--- src/logic/wdtc_pkg.sv ---
package wdtc_pkg;

   // register addresses on the plain register port
   localparam logic [7:0] CTRL_ADDR       = 8'h60;
   localparam logic [7:0] STAT_ADDR       = 8'h61;
   localparam logic [7:0] MASK_ADDR       = 8'h62;

   // field positions inside dog_control_reg
   localparam int         UNLOCK_BIT      = 4;
   localparam int         ENABLE_BIT      = 3;
   localparam int         SEL_MSB         = 2;
   localparam int         SEL_W           = 3;

   // field positions inside the event status and mask registers
   localparam int         EV_TIMEOUT      = 0;
   localparam int         EV_REFUSED      = 1;
   localparam int         EV_W            = 2;

   // reset values
   localparam logic [2:0] SEL_RESET       = 3'h0;
   localparam logic [1:0] STAT_RESET      = 2'h0;
   localparam logic [1:0] MASK_RESET      = 2'h0;
   localparam logic [7:0] RDATA_RESET     = 8'h00;

   // timing: system clock and watchdog oscillator
   localparam int         CLK_PERIOD_NS   = 5;
   localparam int         OSC_FREQ_KHZ    = 1000;
   localparam int         WINDOW_CYCLES   = 4;
   localparam logic [2:0] WINDOW_LOAD     = 3'(WINDOW_CYCLES);
   localparam int         BASE_TICKS      = 16384;
   localparam int         CNT_W           = 22;

endpackage

--- src/logic/wdtc_top.sv ---
// Local design decisions: the register offsets and the strobed register port.
`timescale 1ns/100ps

// How it works
// - unlock bit self-clears four clocks after set
// - enable on one; disable only while unlocked
// - zero to enable while locked is ignored
// - timeout select changes only while unlocked
// - timeout is 16K oscillator ticks doubled per code
// - lower level starts disabled, enable freely
// - higher level always enabled, reads one
// - higher level refuses every disable attempt
// - higher level completing write takes select only
// - expiry gives one-clock internal reset pulse
// - counter clears on restart, disable, reset
// - fuse picks safety level and start state
// - counter runs from separate oscillator ticks
module wdtc_top #(
   parameter int CNT_W      = wdtc_pkg::CNT_W,
   parameter int BASE_TICKS = wdtc_pkg::BASE_TICKS
) (
   input  wire logic       clk_i,
   input  wire logic       reset_n_i,
   input  wire logic [7:0] addr_i,
   input  wire logic [7:0] wdata_i,
   input  wire logic       wr_i,
   input  wire logic       rd_i,
   output logic      [7:0] rdata_o,
   input  wire logic       restart_i,
   input  wire logic       safety_level_fuse_i,
   input  wire logic       wdog_osc_i,
   output logic            dog_reset_o,
   output logic            irq_o
);

   // oscillator tick and fuse level, both brought into clk_i
   logic                   osc_tick;
   logic                   fuse_lvl2;

   // configuration state
   logic [2:0]             win_cnt_r;
   logic [2:0]             win_cnt_nxt;
   logic                   en_r;
   logic                   en_nxt;
   logic [2:0]             timeout_select_r;
   logic [2:0]             timeout_select_nxt;

   // counter state
   logic [CNT_W-1:0]       cnt_r;
   logic [CNT_W-1:0]       cnt_nxt;
   logic                   dog_reset_r;
   logic                   fire;

   // interrupt and read state
   logic [1:0]             stat_r;
   logic [1:0]             stat_nxt;
   logic [1:0]             mask_r;
   logic [1:0]             mask_nxt;
   logic [7:0]             rdata_r;
   logic [7:0]             rdata_nxt;

   // decoded access and derived values
   logic                   wr_ctrl;
   logic                   unlock_wr;
   logic                   finish_wr;
   logic                   unlock_open;
   logic                   en_eff;
   logic                   refused;
   logic [CNT_W-1:0]       limit_w;
   logic [CNT_W-1:0]       limit_m1_w;
   logic [7:0]             ctrl_view;

   // oscillator ticks and the fuse level arrive from outside clk_i
   wdtc_osc_sync u_osc_sync (
      .clk_i     (clk_i),
      .reset_n_i (reset_n_i),
      .async_i   (wdog_osc_i),
      .level_o   (),
      .rise_o    (osc_tick)
   );

   wdtc_osc_sync u_fuse_sync (
      .clk_i     (clk_i),
      .reset_n_i (reset_n_i),
      .async_i   (safety_level_fuse_i),
      .level_o   (fuse_lvl2),
      .rise_o    ()
   );

   // access decode for dog_control_reg
   assign wr_ctrl     = wr_i && (addr_i == wdtc_pkg::CTRL_ADDR);
   assign unlock_open = (win_cnt_r != 3'h0);
   assign unlock_wr   = wr_ctrl && wdata_i[wdtc_pkg::UNLOCK_BIT]
                        && wdata_i[wdtc_pkg::ENABLE_BIT];
   assign finish_wr   = wr_ctrl && unlock_open
                        && !wdata_i[wdtc_pkg::UNLOCK_BIT];

   // higher level forces the timer on whatever en_r holds
   assign en_eff      = en_r || fuse_lvl2;

   // enable, select and unlock window
   always_comb begin
      win_cnt_nxt        = win_cnt_r;
      en_nxt             = en_r;
      timeout_select_nxt = timeout_select_r;
      if (unlock_open) begin
         win_cnt_nxt = win_cnt_r - 3'h1;
      end
      if (unlock_wr) begin
         win_cnt_nxt = wdtc_pkg::WINDOW_LOAD;
         en_nxt      = 1'b1;
      end else if (finish_wr) begin
         win_cnt_nxt        = 3'h0;
         timeout_select_nxt = wdata_i[wdtc_pkg::SEL_MSB -: wdtc_pkg::SEL_W];
         if (!fuse_lvl2) begin
            en_nxt = wdata_i[wdtc_pkg::ENABLE_BIT];
         end
      end else if (wr_ctrl && wdata_i[wdtc_pkg::ENABLE_BIT]) begin
         en_nxt = 1'b1;
      end
   end

   // a zero to the enable bit that does not take effect
   assign refused = wr_ctrl && en_eff && !wdata_i[wdtc_pkg::ENABLE_BIT]
                    && !(finish_wr && !fuse_lvl2);

   always_ff @(posedge clk_i or negedge reset_n_i) begin
      if (!reset_n_i) begin
         win_cnt_r        <= 3'h0;
         en_r             <= 1'b0;
         timeout_select_r <= wdtc_pkg::SEL_RESET;
      end else begin
         win_cnt_r        <= win_cnt_nxt;
         en_r             <= en_nxt;
         timeout_select_r <= timeout_select_nxt;
      end
   end

   // time-out length in oscillator ticks
   assign limit_w    = CNT_W'(BASE_TICKS) << timeout_select_r;
   assign limit_m1_w = limit_w - CNT_W'(1);

   // watchdog counter and expiry
   always_comb begin
      cnt_nxt = cnt_r;
      fire    = 1'b0;
      if (!en_eff || restart_i) begin
         cnt_nxt = '0;
      end else if (osc_tick) begin
         if (cnt_r == limit_m1_w) begin
            cnt_nxt = '0;
            fire    = 1'b1;
         end else begin
            cnt_nxt = cnt_r + CNT_W'(1);
         end
      end
   end

   always_ff @(posedge clk_i or negedge reset_n_i) begin
      if (!reset_n_i) begin
         cnt_r       <= '0;
         dog_reset_r <= 1'b0;
      end else begin
         cnt_r       <= cnt_nxt;
         dog_reset_r <= fire;
      end
   end

   assign dog_reset_o = dog_reset_r;

   // sticky events, cleared by writing one, set wins over clear
   always_comb begin
      stat_nxt = stat_r;
      mask_nxt = mask_r;
      if (wr_i && (addr_i == wdtc_pkg::STAT_ADDR)) begin
         stat_nxt = stat_r & ~wdata_i[1:0];
      end
      if (wr_i && (addr_i == wdtc_pkg::MASK_ADDR)) begin
         mask_nxt = wdata_i[1:0];
      end
      if (fire) begin
         stat_nxt[wdtc_pkg::EV_TIMEOUT] = 1'b1;
      end
      if (refused) begin
         stat_nxt[wdtc_pkg::EV_REFUSED] = 1'b1;
      end
   end

   always_ff @(posedge clk_i or negedge reset_n_i) begin
      if (!reset_n_i) begin
         stat_r <= wdtc_pkg::STAT_RESET;
         mask_r <= wdtc_pkg::MASK_RESET;
      end else begin
         stat_r <= stat_nxt;
         mask_r <= mask_nxt;
      end
   end

   assign irq_o = |(stat_r & mask_r);

   // read data one cycle after the strobe, zero otherwise
   assign ctrl_view = {3'h0, unlock_open, en_eff, timeout_select_r};

   always_comb begin
      rdata_nxt = wdtc_pkg::RDATA_RESET;
      if (rd_i) begin
         case (addr_i)
            wdtc_pkg::CTRL_ADDR: rdata_nxt = ctrl_view;
            wdtc_pkg::STAT_ADDR: rdata_nxt = {6'h00, stat_r};
            wdtc_pkg::MASK_ADDR: rdata_nxt = {6'h00, mask_r};
            default:             rdata_nxt = wdtc_pkg::RDATA_RESET;
         endcase
      end
   end

   always_ff @(posedge clk_i or negedge reset_n_i) begin
      if (!reset_n_i) begin
         rdata_r <= wdtc_pkg::RDATA_RESET;
      end else begin
         rdata_r <= rdata_nxt;
      end
   end

   assign rdata_o = rdata_r;
endmodule

--- src/logic/wdtc_osc_sync.sv ---
`timescale 1ns/100ps

// three-stage synchroniser with agreement filter and rising-edge pulse
module wdtc_osc_sync (
   input  wire logic clk_i,
   input  wire logic reset_n_i,
   input  wire logic async_i,
   output logic      level_o,
   output logic      rise_o
);

   logic stage1_r;
   logic stage2_r;
   logic stage3_r;
   logic level_r;
   logic level_nxt;
   logic rise_r;
   logic rise_nxt;

   // a change counts once stages two and three agree
   always_comb begin
      level_nxt = level_r;
      if (stage2_r == stage3_r) begin
         level_nxt = stage3_r;
      end
      rise_nxt = level_nxt && !level_r;
   end

   // the first stage feeds only the second
   always_ff @(posedge clk_i or negedge reset_n_i) begin
      if (!reset_n_i) begin
         stage1_r <= 1'b0;
         stage2_r <= 1'b0;
         stage3_r <= 1'b0;
         level_r  <= 1'b0;
         rise_r   <= 1'b0;
      end else begin
         stage1_r <= async_i;
         stage2_r <= stage1_r;
         stage3_r <= stage2_r;
         level_r  <= level_nxt;
         rise_r   <= rise_nxt;
      end
   end

   assign level_o = level_r;
   assign rise_o  = rise_r;

endmodule

--- config.mk ---
export PLATFORM = sky130hd
export DESIGN_NAME = wdtc_top
export DESIGN_NICKNAME = d
export VERILOG_FILES = /design/src/logic/wdtc_pkg.sv /design/src/logic/wdtc_top.sv /design/src/logic/wdtc_osc_sync.sv
export SDC_FILE = /design/constraint.sdc
export NUM_CORES = 1
export LEC_CHECK = 0
export ABC_CLOCK_PERIOD_IN_PS = 5350
export BUFFER_PORTS_ARGS = -buffer_cell sky130_fd_sc_hd__clkbuf_2
export CORE_ASPECT_RATIO = 0.6
export CORE_MARGIN = 3
export CORE_UTILIZATION = 55
export DETAILED_ROUTE_END_ITERATION = 7
export GPL_ROUTABILITY_DRIVEN = 0
export PLACE_DENSITY = 0.73
export SLEW_MARGIN = 20
export SYNTH_ARGS = -nofsm -noshare
export SYNTH_HDL_FRONTEND = slang
export SYNTH_HIERARCHICAL = 1
export SYNTH_SLANG_ARGS = --single-unit
--- constraint.sdc ---
create_clock -name clk_i -period 5.35 [get_ports clk_i]
set_clock_uncertainty 0.05 [all_clocks]
set_input_delay 0.535 -clock clk_i [delete_from_list [all_inputs] [get_ports clk_i]]
set_output_delay 0.535 -clock clk_i [all_outputs]
set_load 0.05 [all_outputs]
==> run_results.csv <==
group,metric,value,unit
outcome,status,"finished, final reports clean",
synthesis,netlist_instances,283,
setup_path,r2r_end,"cnt_r[21]",
routing,vias,2072,
clock_network,cts_tree,"done",
global_route,grt_pass1_vias,1831,
sta,timing.hold.ws,0.271,ns
clock_network,clk_latency,0.30,ns
sta,fmax,335,MHz
floorplanning,die_x,94.8,um
setup_path,crit_arrival,3.15,ns
clock_network,numCtsBuffers,5,
sta,slew_headroom,28.3,%
place,dp_hpwl,3460,um
routing,vias_per_cell,5.74,
setup_path,crit_type,"reg -> reg",
clock_network,ctsLongestPathBuffers,2,
routing,drt_first_pass_iters,4,
sta,worst_slew_pin_slew,1.07,ns
finish,antenna_cells,0,
setup_path,required,5.52,ns
power,internal_power,516,uW
power,power_leakage,1.26,nW
setup_path,endpoint_kind,"register",
clock_network,clk_pin_slew,0.08,ns
setup_path,ff2ff_setup_slack,2.37,ns
place,io_buffers,26,
power,p_clk_share,29.5,%
floorplanning,ioPinCount,33,
setup_path,crit_fanout,25,
finish,fin_nets,327,
floorplanning,coreArea,0.00432,mm2
clock_network,cts_resized,0,
global_route,grt_pass1_wl,8580,um
sta,period_share,55.8,%
sta,drv_slew,0,
power,power,710,uW
routing,drc,0,
power,seqPwrFrac,56.0,%
power,switchingPower,194,uW
finish,mostFrequentLayoutCells,"dfrtp_1 (48), nor2_1 (34), clkbuf_2 (26)",
power,power_density,254,mW/mm2
clock_network,cts-hold-fix-buffers,0,
routing,drtIter0Drc,168,
global_route,grt_use_total,19.6,%
clock_network,cts.sinks,48,
clock_network,post_cts_buffers,0,
power,combPwrFrac,14.5,%
setup_path,timing.rr.start,"timeout_select_r[1]",
setup_path,rr_worst_depth,7,
floorplanning,start_util,60.2,%
sta,grt_setup_unrepaired,"false",
synthesis,syn_avg_cell_area,9.20,um2
sta,fin_tns_setup,0,ns
setup_path,critPathLaunchType,"register",
hold_path,hold_path_class,"in -> async",
clock_network,h-tree-depth,2,
sta,setup_viol,0,
routing,drt-total-wl,4950,um
clock_network,cts_root_buffer,"clkbuf_8",
floorplanning,die_h,59.3,um
global_route,grt_max_degree,49,
setup_path,critPathLaunch,"timeout_select_r[1]",
finish,fin_cells,361,
synthesis,yosys_warnings,6,
sta,period_needed,2.98,ns
finish,final_core_util,64.6,%
run,cap_violations,0,
finish,final_common_cell,"dfrtp_1",
routing,wl_per_cell,13.7,um
floorplanning,die-area,0.00562,mm2
synthesis,netlist_area,0.00260,mm2
place,placed_cells_incl_taps,353,
power,switching_share,27.4,%
power,max-vdd-ir-drop,0.000197,V
sta,hold_viol_final,0,
global_route,grt-ovfl-total,0,
routing,ant_nets,0,
finish,area_delta_synth_final,7.40,%
floorplanning,rows,18,
finish,drive_gt1_share,16.6,%
global_route,antenna_found_initial,0,
## metrics by stage
| step | setup slack (ns) | cell area, um2 |
|---|---|---|
| final | 2.37 | 2800 |
| after global routing | 2.21 | 2800 |
| after CTS | 2.42 | 2800 |
| after detailed placement | 2.44 | 2710 |
| after global placement | 2.47 | 2710 |
| after floorplan | 2.88 | 2610 |
## metal layers
metal | track usage [%] | wire [um] | up-vias
li1 | - | - | 1028
met1 | 31.1 | 2620 | 983
met2 | 27.4 | 2000 | 57
met3 | 4.19 | 308 | 4
met4 | 4.31 | 26 | 0
met5 | 0 | 0 | -
## area by class of cell
type,instances,area (um2)
sequential,48,1200
inverter,7,26.3
fill,369,1530
tap,60,75.1
timing repair buffer,27,138
clock buffer,5,68.8
clock inverter,3,18.8
multi-input combinational,211,1270
## flip-flops by register name, indices dropped and copies added (netlist names), 2 cells and up
register	flops
cnt_r	22
mask_r	2
rdata_o	5
stat_r	2
timeout_select_r	3
win_cnt_r	3
## power by group through the flow
stage	sequential [mW]	combinational (mW)	clock (mW)
floorplan	0.398	0.0819	0
detailed placement	0.405	0.104	0
global route	0.402	0.120	0.233
CTS	0.397	0.105	0.216
finish	0.398	0.103	0.209
global placement	0.404	0.100	0
## worst max-delay path by stage
| stage | end | slack [ns] |
|---|---|---|
| global route | cnt_r[21] | 2.21 |
| detailed placement | cnt_r[21] | 2.44 |
| global placement | cnt_r[21] | 2.47 |
| CTS | cnt_r[21] | 2.42 |
| finish | cnt_r[21] | 2.37 |
| floorplan | cnt_r[21] | 2.88 |
## critical path: stages (launching register included)
cell	delay (ns)
dfrtp_1	0.52
or3_1	0.42
ha_1	0.26
inv_1	0.09
a31oi_1	0.05
o211ai_2	0.86
or4b_1	0.50
a21oi_1	0.16
No activity file was read; power rests on OpenSTA's default activity.
